<file path="src/common/rtcap_regs.svh">
// Constants for the real-time clock host bus port.
`ifndef RTCAP_REGS_SVH
`define RTCAP_REGS_SVH
// ==========================================================
// Widths and sizes
`define RTCAP_IDX_W      4
`define RTCAP_DATA_W     8
`define RTCAP_REG_CNT    16
// ==========================================================
// Reset values
`define RTCAP_REG_RST    8'h00
`define RTCAP_IDX_RST    4'h0
// ==========================================================
// Port state codes
`define RTCAP_ST_IDLE    4'h1
`define RTCAP_ST_READ    4'h2
`define RTCAP_ST_WRITE   4'h4
`define RTCAP_ST_MUTE    4'h8
`endif

</file>
<file path="src/common/rtcap_pkg.sv">
// Types shared by the real-time clock host bus port.
`include "rtcap_regs.svh"
package rtcap_pkg;
  // ==========================================================
  // Port state
  typedef enum logic [3:0] {
    RTCAP_IDLE  = `RTCAP_ST_IDLE,
    RTCAP_READ  = `RTCAP_ST_READ,
    RTCAP_WRITE = `RTCAP_ST_WRITE,
    RTCAP_MUTE  = `RTCAP_ST_MUTE
  } rtcap_state_t;
  // ==========================================================
  // Committed register write
  typedef struct packed {
    logic [`RTCAP_IDX_W-1:0]  index;
    logic [`RTCAP_DATA_W-1:0] data;
  } rtcap_wr_t;
endpackage

</file>
<file path="src/design/rtcap_mem.sv">
// Sixteen-byte register store with a registered read port.
`timescale 1ns/1ps
`include "rtcap_regs.svh"
module rtcap_mem #(
  parameter int DATA_W = `RTCAP_DATA_W,
  parameter int IDX_W  = `RTCAP_IDX_W,
  parameter int DEPTH  = `RTCAP_REG_CNT
) (
  // Clock, reset and enable
  input  wire logic              clk_i,
  input  wire logic              rst_i,
  input  wire logic              en_i,
  // Write port
  input  wire logic              we_i,
  input  wire logic [IDX_W-1:0]  waddr_i,
  input  wire logic [DATA_W-1:0] wdata_i,
  // Read port
  input  wire logic [IDX_W-1:0]  raddr_i,
  output logic      [DATA_W-1:0] rdata_o
);
  logic [DATA_W-1:0] mem_q [DEPTH];

  // ==========================================================
  // Storage
  // Cleared at reset so a read before any write returns a known byte.
  always_ff @(posedge clk_i) begin
    if (rst_i) begin
      for (int i = 0; i < DEPTH; i++) begin
        mem_q[i] <= DATA_W'(`RTCAP_REG_RST);
      end
    end else if (en_i && we_i) begin
      mem_q[waddr_i] <= wdata_i;
    end
  end

  // ==========================================================
  // Read register
  // A read in the cycle of a write to the same byte returns the old byte.
  always_ff @(posedge clk_i) begin
    if (rst_i) begin
      rdata_o <= DATA_W'(`RTCAP_REG_RST);
    end else if (en_i) begin
      rdata_o <= mem_q[raddr_i];
    end
  end
endmodule

</file>
<file path="src/design/rtcap_port.sv">
// Byte-wide asynchronous host bus port of the real-time clock.
`timescale 1ns/1ps
`include "rtcap_regs.svh"
// Operation
// The write strobe is what commits bus data into a register.
// A write happens only while select and write strobe are both low.
// A write starts at the later of the two falling edges.
// A write ends at the first rising edge of select or write strobe.
// Host keeps select or write strobe high while the index changes.
// Host keeps the write strobe high through any read cycle.
// Output enable high keeps the data lines undriven, even in a write.
// Select falling with or after write strobe means no drive that cycle.
// Select, output enable low, strobe high: drive the indexed byte, tracking index.
// Four index lines pick one of sixteen byte registers.
// Output enable is the read control gating data onto the lines.
// Every transfer is one byte over eight shared two-way data lines.
// The byte on the data lines is stored when the write ends.
module rtcap_port
  import rtcap_pkg::*;
(
  // Clock, reset and enable
  input  wire logic                     clk_i,
  input  wire logic                     rst_i,
  input  wire logic                     en_i,
  // Host bus strobes, active low
  input  wire logic                     sel_n_i,
  input  wire logic                     wr_n_i,
  input  wire logic                     oe_n_i,
  // Host bus index and data
  input  wire logic [`RTCAP_IDX_W-1:0]  reg_index_lines_i,
  input  wire logic [`RTCAP_DATA_W-1:0] data_lines_i,
  output logic      [`RTCAP_DATA_W-1:0] data_lines_o,
  output logic                          data_lines_oe_n_o,
  // Committed write towards the clock core
  output logic                          wr_stb_o,
  output rtcap_pkg::rtcap_wr_t          wr_o
);
  import rtcap_pkg::*;

  rtcap_state_t              state_q;
  rtcap_state_t              state_d;
  logic                      mute_q;
  logic [`RTCAP_IDX_W-1:0]   cap_index_q;
  logic [`RTCAP_DATA_W-1:0]  cap_data_q;
  logic [`RTCAP_IDX_W-1:0]   rd_index_q;
  logic                      overlap;
  logic                      wr_end;
  logic                      commit;

  // ==========================================================
  // Strobe decode
  assign overlap = !sel_n_i && !wr_n_i;
  assign wr_end  = (state_q == RTCAP_WRITE) && (sel_n_i || wr_n_i);
  assign commit  = en_i && wr_end;

  // ==========================================================
  // Cycle state machine
  // Pins are sampled on the clock, so a strobe edge is seen as a level change.
  always_comb begin
    state_d = state_q;
    case (state_q)
      RTCAP_IDLE: begin
        if (overlap) begin
          state_d = RTCAP_WRITE;
        end else if (!sel_n_i) begin
          state_d = RTCAP_READ;
        end
      end
      RTCAP_READ: begin
        if (sel_n_i) begin
          state_d = RTCAP_IDLE;
        end else if (!wr_n_i) begin
          state_d = RTCAP_WRITE;
        end
      end
      RTCAP_WRITE: begin
        if (sel_n_i) begin
          state_d = RTCAP_IDLE;
        end else if (wr_n_i) begin
          state_d = mute_q ? RTCAP_MUTE : RTCAP_READ;
        end
      end
      RTCAP_MUTE: begin
        if (sel_n_i) begin
          state_d = RTCAP_IDLE;
        end else if (!wr_n_i) begin
          state_d = RTCAP_WRITE;
        end
      end
      default: begin
        state_d = RTCAP_IDLE;
      end
    endcase
  end

  always_ff @(posedge clk_i) begin
    if (rst_i) begin
      state_q <= RTCAP_IDLE;
    end else if (en_i) begin
      state_q <= state_d;
    end
  end

  // ==========================================================
  // Select-after-strobe mute
  // Held for the whole select period so a late select never turns the bus around.
  always_ff @(posedge clk_i) begin
    if (rst_i) begin
      mute_q <= 1'b0;
    end else if (en_i) begin
      if (sel_n_i) begin
        mute_q <= 1'b0;
      end else if (state_q == RTCAP_IDLE && !wr_n_i) begin
        mute_q <= 1'b1;
      end
    end
  end

  // ==========================================================
  // Write capture and commit
  // The host may release data with the ending strobe, so the last overlap byte is kept.
  always_ff @(posedge clk_i) begin
    if (rst_i) begin
      cap_index_q <= `RTCAP_IDX_RST;
      cap_data_q  <= `RTCAP_REG_RST;
    end else if (en_i && overlap) begin
      cap_index_q <= reg_index_lines_i;
      cap_data_q  <= data_lines_i;
    end
  end

  always_ff @(posedge clk_i) begin
    if (rst_i) begin
      wr_stb_o <= 1'b0;
      wr_o     <= '0;
    end else if (en_i) begin
      wr_stb_o <= commit;
      if (commit) begin
        wr_o.index <= cap_index_q;
        wr_o.data  <= cap_data_q;
      end
    end
  end

  // ==========================================================
  // Register store and read path
  always_ff @(posedge clk_i) begin
    if (rst_i) begin
      rd_index_q <= `RTCAP_IDX_RST;
    end else if (en_i) begin
      rd_index_q <= reg_index_lines_i;
    end
  end

  rtcap_mem #(
    .DATA_W (`RTCAP_DATA_W),
    .IDX_W  (`RTCAP_IDX_W),
    .DEPTH  (`RTCAP_REG_CNT)
  ) u_mem (
    .clk_i   (clk_i),
    .rst_i   (rst_i),
    .en_i    (en_i),
    .we_i    (commit),
    .waddr_i (cap_index_q),
    .wdata_i (cap_data_q),
    .raddr_i (reg_index_lines_i),
    .rdata_o (data_lines_o)
  );

  // ==========================================================
  // Data line drive
  // Read data lag the index by one cycle; the host must allow for that access time.
  assign data_lines_oe_n_o = !((state_q == RTCAP_READ) && !sel_n_i && wr_n_i
                              && !oe_n_i && !mute_q);
endmodule

</file>
<file path="config.mk">
export PLATFORM = sky130hd
export DESIGN_NAME = rtcap_port
export DESIGN_NICKNAME = d
export VERILOG_FILES = /design/src/common/rtcap_pkg.sv /design/src/design/rtcap_mem.sv /design/src/design/rtcap_port.sv
export VERILOG_INCLUDE_DIRS = /design/src /design/src/common
export SDC_FILE = /design/constraint.sdc
export NUM_CORES = 1
export LEC_CHECK = 0
export BUFFER_PORTS_ARGS = -buffer_cell sky130_fd_sc_hd__buf_2
export CAP_MARGIN = 20
export CELL_PAD_IN_SITES_DETAIL_PLACEMENT = 1
export CELL_PAD_IN_SITES_GLOBAL_PLACEMENT = 1
export CORE_ASPECT_RATIO = 0.75
export CORE_MARGIN = 2
export CORE_UTILIZATION = 52
export CTS_BUF_LIST = sky130_fd_sc_hd__clkbuf_8
export DETAILED_ROUTE_END_ITERATION = 8
export PLACE_DENSITY_LB_ADDON = 0.1
export SLEW_MARGIN = 20
export SYNTH_ARGS = -nofsm -noshare
export SYNTH_HDL_FRONTEND = slang
export SYNTH_SLANG_ARGS = --single-unit
</file>
<file path="constraint.sdc">
create_clock -name clk_i -period 2.57 [get_ports clk_i]
set_clock_uncertainty 0.15 [all_clocks]
set_input_delay 0.3855 -clock clk_i [delete_from_list [all_inputs] [get_ports clk_i]]
set_output_delay 0.3855 -clock clk_i [all_outputs]
set_load 0.005 [all_outputs]
</file>
==> out/summary.txt, run 1 <==
status - complete, no violations
Setup-failing EPs final - 0
simple-gate area share of the yosys netlist - 21.31%
HPWL Detailed - 13250 µm
DRT Pass-1 Iters - 5
largest net degree at the start of global routing - 50
mux share of post-synthesis cell area - 10.08%
Die Wd - 143.1 µm
Syn Nets - 646
Syn Std Cell Area - 7546 µm²
Slew HR - 38.78%
Worst EP arrival - 2.42 ns
total power - 5213 µW
Synth Register Bits - 166
vias - 4974
Synth Area per Inst - 12.02 µm²
worst hold path class - in2reg
Tightest Pin Transition - 0.9171 ns
Syn. warnings - 0
GRT Total Usage - 26.21%
core area - 14310 µm²
P&R area growth vs syn - 12.24%
Max VDD drop - 0.0003243 V
Clock Root Buffer - clkbuf_8
fillers - 1465
f_max - 0.4090 GHz
initial DRC count - 452
CP Max Fanout - 9
Hold Fails Final Rpt - 0
die height - 108.3 µm
Max clock buf depth - 2
Clk Latency, worst-skew pair - 0.47 ns
PD cells - 615.5 nW/µm²
Startpoint Class - register
clock-pin transition on the worst setup and hold timing paths - 0.08 ns
wire per inst - 21.48 µm
share of cells above drive strength 1 - 16.64%
largest family of logic cells by synthesized area - simple AND/OR/NAND/NOR gates
WL final - 19160 µm
fraction of registers with async set/reset - 0%
RSZ-0062 raised after global routing - false
LEAKAGE - 0.003311 µW
sequential area share after synthesis - 61.02%
Worst setup EP type - register
CTS Sinks - 166
# Max-Cap Violations - 0
Tmin final - 2.445 ns
Most used DFF post-synth - edfxtp_1
Synth Area in Compound Gates - 5.140%
DRC - 0
Final nets - 696
most common cell after layout, fill and taps aside - and2_1
FP Rows - 38
Synth Area in Adders - 0%
number of synthesized flops with an enable pin - 128
post-synthesis cell type count - 41
Synth Instances - 628
vias in the first global route - 5037
number of buffers created by CTS - 17
Final period util - 95.14%
starting density of the core - 52.73%
post-route ant nets - 0
H-tree levels - 4
Pins Over Slew Limit - 0
Remaining Overflow, GRT - 0
gpl congestion - 0.8678
most frequent cells in the layout - 129 x and2_1, 128 x edfxtp_1, 76 x mux2i_1
io pins - 40
Port-buffer cells - 39
post-CTS resize count - 0
Sum Neg Setup Slack - 0 ns
number of vias per cell - 5.576
initial antenna violation count - 0
xor/xnor share of the synthesized area - 0.1161%
CTS tree - done
Worst Path Required - 2.55 ns
worst setup path class - reg2reg
die area - 15500 µm²
first-pass GRT wire length - 29200 µm
[path summary, 6_finish.rpt]
kind,from,endpoint,slack (ns),depth (start not counted)
hold / removal,reg_index_lines_i[3],cap_index_q[3],0.06,3
setup reg to reg,state_q[2],u_mem.mem_q[13][0],0.13,4
setup / recovery,state_q[2],u_mem.mem_q[13][0],0.13,4
hold reg to reg,u_mem.rdata_o[5],u_mem.rdata_o[5],0.32,2
[Yosys cell counts (9+ instances only)]
cell      count  area share, %
and2_1      129             11
edfxtp_1    128             51
mux2i_1      76             10
nand2_1      43            2.1
nor2_1       39            1.9
dfxtp_1      38             10
clkbuf_1     27            1.3
a22oi_1      26            2.6
nand3_1      26            1.7
a21oi_1      22            1.5
or2_2        14            1.2
buf_2         9           0.60
[through the flow]
step / setup slack (ns) / hold slack [ns] / cells / instance area [µm²] / util, %
floorplan: 0.2924 / 0.3000 / 628 / 7546 / -
global placement: 0.2356 / 0.2879 / 851 / 8019 / 56.03
detailed placement: 0.1497 / 0.2992 / 851 / 8019 / 56.03
CTS: 0.1350 / 0.03700 / 891 / 8467 / 59.16
global route: 0.03691 / 0.05484 / 891 / 8467 / 59.16
finish: 0.1250 / 0.06484 / 892 / 8469 / 59.18
[metal layers]
metal | wire length (µm) | vias to the layer above | track usage [%]
li1 | - | 2336 | -
met1 | 9111 | 2453 | 37.74
met2 | 8589 | 156 | 39.68
met3 | 1083 | 29 | 5.447
met4 | 379 | 0 | 9.194
met5 | 0 | - | 0
[flip-flops by register name, indices dropped and copies added, names as in the netlist]
signal / count
cap_data_q: 8
cap_index_q: 4
mute_q: 1
state_q: 4
u_mem.mem_q: 128
u_mem.rdata_o: 8
wr_o: 12
wr_stb_o: 1
[worst max-delay path: stages (launching register included)]
cell and delay [ns]:
dfxtp_1 0.39, or3b_4 0.41, or4b_4 0.61, nor2_4 0.21
or2_1 0.35
[cell families (layout without fill, tap and decap cells)]
logic type | after synthesis | in the layout
and+or+nand+nor | 284 | 284
other | 0 | 1
AOI/OAI and AO/OA | 60 | 60
buffers and inverters | 41 | 104
muxes | 76 | 76
xor gates and xnor gates | 1 | 1
DFF | 166 | 166
[layout make-up]
class | count | area (µm²) | share of cell area [%]
Sequential cell | 166 | 4604 | 54.37
Multi-Input combinational cell | 421 | 2765 | 32.65
Timing Repair Buffer | 69 | 467.9 | 5.525
Tap cell | 200 | 250.2 | 2.955
Clock buffer | 18 | 247.7 | 2.925
Clock inverter | 14 | 120.1 | 1.418
Inverter | 3 | 11.26 | 0.1330
Antenna cell | 1 | 2.502 | 0.02955
[timing repair]
action,CTS,global route
hold buffers,8,0
buffers inserted,0,0
hold endpoints to repair,8,0
[where the power goes]
group          internal (µW)  switching [µW]
Clock                    799             989
Combinational            153             233
Sequential              2970            71.3
Total                   3920            1290
No activity file was read; power rests on OpenSTA's default activity.
==> run 2, diff against run 1 <==
--- a/config.mk
+++ b/config.mk
@@ -6,7 +6,7 @@
 export SDC_FILE = /design/constraint.sdc
 export NUM_CORES = 1
 export LEC_CHECK = 0
-export BUFFER_PORTS_ARGS = -buffer_cell sky130_fd_sc_hd__buf_2
+export BUFFER_PORTS_ARGS = -buffer_cell sky130_fd_sc_hd__buf_4
 export CAP_MARGIN = 20
 export CELL_PAD_IN_SITES_DETAIL_PLACEMENT = 1
 export CELL_PAD_IN_SITES_GLOBAL_PLACEMENT = 1
==> out/summary.txt, run 2 (same netlist as run 1, synthesis figures left out) <==
status - complete, no violations (unchanged)
PD cells - 648.6 nW/µm² (was 615.5 nW/µm²)
gpl congestion - 0.8684 (was 0.8678)
Setup-failing EPs final - 0 (unchanged)
vias in the first global route - 5025 (was 5037)
post-route ant nets - 0 (unchanged)
Max VDD drop - 0.0003287 V (was 0.0003243 V)
P&R area growth vs syn - 13.38% (was 12.24%)
Final period util - 95.17% (was 95.14%)
Worst Path Required - 2.54 ns (was 2.55 ns)
LEAKAGE - 0.003313 µW (was 0.003311 µW)
Remaining Overflow, GRT - 0 (unchanged)
GRT Total Usage - 26.37% (was 26.21%)
cell count after placement - 848 (was 851)
number of flip-flops in the largest register - 128 (unchanged)
most common cell after layout, fill and taps aside - and2_1 (unchanged)
core area - 14310 µm² (unchanged)
Hold Fails Final Rpt - 0 (unchanged)
largest reg by FF count - u_mem.mem_q (unchanged)
Critical-path top delay cell - or4b_4 (unchanged)
DRC - 0 (unchanged)
RSZ-0062 raised after global routing - false (unchanged)
largest net degree at the start of global routing - 50 (unchanged)
Startpoint Class - register (unchanged)
worst setup path class - reg2reg (unchanged)
io pins - 40 (unchanged)
f_max - 0.4089 GHz (was 0.4090 GHz)
die height - 108.3 µm (unchanged)
starting density of the core - 52.73% (unchanged)
WL final - 19140 µm (was 19160 µm)
die area - 15500 µm² (unchanged)
DRT Pass-1 Iters - 5 (unchanged)
share of cells above drive strength 1 - 16.59% (was 16.64%)
Worst R2R Setup Slack - 0.12 ns (was 0.13 ns)
CTS tree - done (unchanged)
Sequential cell area - 4604 µm² (unchanged)
Clock Root Buffer - clkbuf_8 (unchanged)
Pins Over Slew Limit - 0 (unchanged)
CP Max Fanout - 9 (unchanged)
Slew HR - 37.42% (was 38.78%)
Max clock buf depth - 2 (unchanged)
Tmin final - 2.446 ns (was 2.445 ns)
first-pass GRT wire length - 29520 µm (was 29200 µm)
dpl ws - 0.1774 ns (was 0.1497 ns)
# Max-Cap Violations - 0 (unchanged)
initial DRC count - 408 (was 452)
HPWL Detailed - 13090 µm (was 13250 µm)
Worst EP arrival - 2.42 ns (about the same)
Sum Neg Setup Slack - 0 ns (unchanged)
Clk Latency, worst-skew pair - 0.47 ns (about the same)
most frequent cells in the layout - 129 x and2_1, 128 x edfxtp_1, 76 x mux2i_1 (unchanged)
vias - 4914 (was 4974)
fillers - 1437 (was 1465)
Worst setup EP type - register (unchanged)
post-route insts no fill - 881 (was 892)
number of buffers created by CTS - 17 (unchanged)
Reg-to-Reg Start - state_q[2] (unchanged)
Slowest Stage Delay on Critical Path - 0.60 ns (was 0.61 ns)
# diodes - 0 (was 1)
initial antenna violation count - 0 (unchanged)
H-tree levels - 4 (unchanged)
number of vias per cell - 5.578 (was 5.576)
worst hold path class - in2reg (unchanged)
Final Worst Setup Slack - 0.1242 ns (was 0.1250 ns)
Post-CTS Setup Inserts - 0 (unchanged)
CTS Sinks - 166 (unchanged)
Final nets - 687 (was 696)
Die Wd - 143.1 µm (unchanged)
Cell Area, Placed - 8092 µm² (was 8019 µm²)
largest registers - u_mem.mem_q x128, wr_o x12 (unchanged)
Tightest Pin Transition - 0.9374 ns (was 0.9171 ns)
clock-pin transition on the worst setup and hold timing paths - 0.10 ns (was 0.08 ns)
Port-buffer cells - 39 (unchanged)
hold_sp - data_lines_i[1] (was reg_index_lines_i[3])
crit-path cells - or3b_4 > or4b_4 > nor2_4 > or2_1 (unchanged)
crit path from - state_q[2] (unchanged)
FP Rows - 38 (unchanged)
multi-input logic area - 2768 µm² (was 2765 µm²)
post-route cell area - 8556 µm² (was 8469 µm²)
wire per inst - 21.73 µm (was 21.48 µm)
total power - 5550 µW (was 5213 µW)
[run 2: cell count changes in the layout (fill, tap and decap cells not counted), moves of 2 or more]
cell and change:
buf_2 -38, buf_4 +35, dlygate4sd3_1 -6, inv_6 +5
inv_4 -4, bufinv_16 +3, clkinv_2 -2
[run 2: critical path, delay by kind of cell, from the launching register on]
kind / cells / cell delay [ns]
and+or+nand+nor: 4 / 1.59
DFF: 1 / 0.37
[run 2: layout make-up]
| cell class | instances | area share, % |
|---|---|---|
| clock buffer | 17 | 2.735 |
| sequential | 166 | 53.82 |
| multi-input combinational | 421 | 32.35 |
| timing repair buffer | 60 | 5.616 |
| clock inverter | 14 | 2.428 |
| tap | 200 | 2.925 |
| inverter | 3 | 0.1316 |
[run 2: stage by stage]
stage	hold slack [ns]	util [%]
final	0.01683	59.78
after global routing	0.004977	59.78
after CTS	0.001826	59.77
after detailed placement	0.2971	56.54
after global placement	0.2912	56.54
after floorplan	0.3000	-
[run 2: layer usage]
layer | track usage, % | share of wire [%]
met5 | 0 | 0
met4 | 7.567 | 1.6
met1 | 37.77 | 47
met2 | 40.43 | 45
met3 | 6.200 | 5.7
[run 2: worst paths after layout]
kind | to | depth (start not counted)
setup reg to reg | u_mem.mem_q[9][5] | 4
setup / recovery | u_mem.mem_q[9][5] | 4
hold / removal | cap_data_q[1] | 3
hold reg to reg | u_mem.rdata_o[1] | 2
[run 2: repair_timing]
action,4_1_cts,5_1_grt
setup endpoints to repair,0,8
hold buffers,2,0
gates resized for setup,0,1
endpoints found under the hold margin,2,0
[run 2: report_power, final]
group	total (µW)	internal, µW	switching [µW]
sequential	3040	2970	69.4
clock	2120	1080	1040
combinational	391	157	234
==> run 3, diff against run 2 <==
--- a/config.mk
+++ b/config.mk
@@ -15,7 +15,7 @@
 export CORE_UTILIZATION = 52
 export CTS_BUF_LIST = sky130_fd_sc_hd__clkbuf_8
 export DETAILED_ROUTE_END_ITERATION = 8
-export PLACE_DENSITY_LB_ADDON = 0.1
+export PLACE_DENSITY_LB_ADDON = 0.15
 export SLEW_MARGIN = 20
 export SYNTH_ARGS = -nofsm -noshare
 export SYNTH_HDL_FRONTEND = slang
==> out/summary.txt, run 3 (same netlist as run 1, synthesis figures left out) <==
status - complete, no violations (unchanged)
wire per inst - 21.96 µm (was 21.73 µm)
LEAKAGE - 0.003300 µW (was 0.003313 µW)
largest reg by FF count - u_mem.mem_q (unchanged)
first-pass GRT wire length - 29240 µm (was 29520 µm)
DRC - 0 (unchanged)
starting density of the core - 52.73% (unchanged)
worst setup path class - reg2reg (unchanged)
f_max - 0.4064 GHz (was 0.4089 GHz)
Max VDD drop - 0.0004251 V (was 0.0003287 V)
Metal-1 WL - 8703 µm (was 9023 µm)
Die Wd - 143.1 µm (unchanged)
combinational fraction of design power - 7.4% (was 7.0%)
Max Used Layer - met4 (unchanged)
largest net degree at the start of global routing - 49 (was 50)
worst hold path class - in2reg (unchanged)
most frequent cells in the layout - 129 x and2_1, 128 x edfxtp_1, 76 x mux2i_1 (unchanged)
post-route cell area - 8536 µm² (was 8556 µm²)
Post-CTS Hold Buffers - 7 (was 2)
WL met2 - 9427 µm (was 8704 µm)
Max clock buf depth - 2 (unchanged)
# diodes - 0 (unchanged)
Slew HR - 39.03% (was 37.42%)
io pins - 40 (unchanged)
Sum Neg Setup Slack - 0 ns (unchanged)
Hold Fails Final Rpt - 0 (unchanged)
P&R area growth vs syn - 13.12% (was 13.38%)
Post-CTS Setup Inserts - 0 (unchanged)
P_int - 3949 µW (was 4209 µW)
clock share of power - 35.2% (was 38.2%)
Seq pwr share - 57.3% (was 54.7%)
WL final - 19440 µm (was 19140 µm)
share of cells above drive strength 1 - 16.20% (was 16.59%)
CP Max Fanout - 10 (was 9)
number of flip-flops in the largest register - 128 (unchanged)
CTS Sinks - 166 (unchanged)
most common cell after layout, fill and taps aside - and2_1 (unchanged)
CTS tree - done (unchanged)
vias - 4977 (was 4914)
DRT Pass-1 Iters - 5 (unchanged)
Startpoint Class - register (unchanged)
Net Switching - 1355 µW (was 1341 µW)
Pins Over Slew Limit - 0 (unchanged)
gpl congestion - 0.7678 (was 0.8684)
Worst setup EP type - register (unchanged)
post-route ant nets - 0 (unchanged)
GRT Total Usage - 26.45% (was 26.37%)
PD cells - 621.4 nW/µm² (was 648.6 nW/µm²)
initial DRC count - 296 (was 408)
Final period util - 95.74% (was 95.17%)
Cell Area, Placed - 8077 µm² (was 8092 µm²)
met3 wire len - 991 µm (was 1100 µm)
RSZ-0062 raised after global routing - false (unchanged)
core area - 14310 µm² (unchanged)
initial antenna violation count - 0 (unchanged)
Clk Latency, worst-skew pair - 0.47 ns (about the same)
vias in the first global route - 5080 (was 5025)
clock-pin transition on the worst setup and hold timing paths - 0.09 ns (was 0.10 ns)
# Max-Cap Violations - 0 (unchanged)
Port-buffer cells - 39 (unchanged)
Worst Path Required - 2.56 ns (was 2.54 ns)
Worst EP arrival - 2.45 ns (was 2.42 ns)
die area - 15500 µm² (unchanged)
post-CTS resize count - 0 (unchanged)
fillers - 1454 (was 1437)
FP Rows - 38 (unchanged)
Setup-failing EPs final - 0 (unchanged)
Tmin final - 2.461 ns (was 2.446 ns)
Worst R2R Setup Slack - 0.11 ns (was 0.12 ns)
H-tree levels - 4 (unchanged)
Final nets - 690 (was 687)
HPWL Detailed - 13320 µm (was 13090 µm)
Net Sw Frac - 25.55% (was 24.16%)
die height - 108.3 µm (unchanged)
Fin Hold WS - 0.02266 ns (was 0.01683 ns)
number of vias per cell - 5.624 (was 5.578)
Remaining Overflow, GRT - 0 (unchanged)
largest registers - u_mem.mem_q x128, wr_o x12 (unchanged)
Tightest Pin Transition - 0.9133 ns (was 0.9374 ns)
Clock Root Buffer - clkbuf_8 (unchanged)
number of buffers created by CTS - 17 (unchanged)
[run 3: cell count changes in the layout (fill, tap and decap cells not counted), sizes merged]
cell	previous run	this run
clkinv	1	7
dlygate4sd3	2	7
bufinv	4	1
inv	12	9
buf	58	56
clkbuf	17	18
[run 3: worst max-delay path, cell delays in order (launching register included)]
cell and delay [ns]:
dfxtp_1 0.41, or3b_4 0.43, or4b_4 0.58, nor2_4 0.22
or2_1 0.34
[run 3: final timing paths]
path	start	to	cells after the start
worst max-delay path	state_q[0]	u_mem.mem_q[13][6]	4
worst min-delay path	reg_index_lines_i[3]	cap_index_q[3]	3
worst max register to register	state_q[0]	u_mem.mem_q[13][6]	4
worst min register to register	u_mem.rdata_o[7]	u_mem.rdata_o[7]	2
[run 3: metal layers]
metal | up-vias | track usage (%)
met1 | 2484 | 35.15
met2 | 153 | 43.13
met4 | 0 | 8.699
met3 | 24 | 6.377
met5 | - | 0
li1 | 2316 | -
[run 3: through the flow]
stage	setup slack, ns	total power, µW	cells	util [%]
final	0.1094	5304	885	59.64
after global routing	0.009657	5460	885	59.64
after CTS	0.1232	5315	885	59.64
after detailed placement	0.1441	3484	846	56.43
after global placement	0.2178	3459	846	56.43
after floorplan	0.2924	3316	628	-
[run 3: cell type report]
| cell class | instances | area (µm²) | area share, % |
|---|---|---|---|
| Tap cell | 200 | 250.2 | 2.932 |
| Timing Repair Buffer | 63 | 515.5 | 6.039 |
| Clock buffer | 18 | 247.7 | 2.902 |
| Clock inverter | 14 | 141.4 | 1.656 |
| Inverter | 3 | 11.26 | 0.1319 |
| Sequential cell | 166 | 4604 | 53.94 |
| Multi-Input combinational cell | 421 | 2765 | 32.40 |
[run 3: power by group through the flow]
stage / Combinational (µW) / Clock, µW / Sequential [µW]
after detailed placement: 382 / 0 / 3100
after floorplan: 259 / 0 / 3060
final: 395 / 1870 / 3040
after CTS: 393 / 1880 / 3040
after global routing: 428 / 1980 / 3050
after global placement: 366 / 0 / 3090
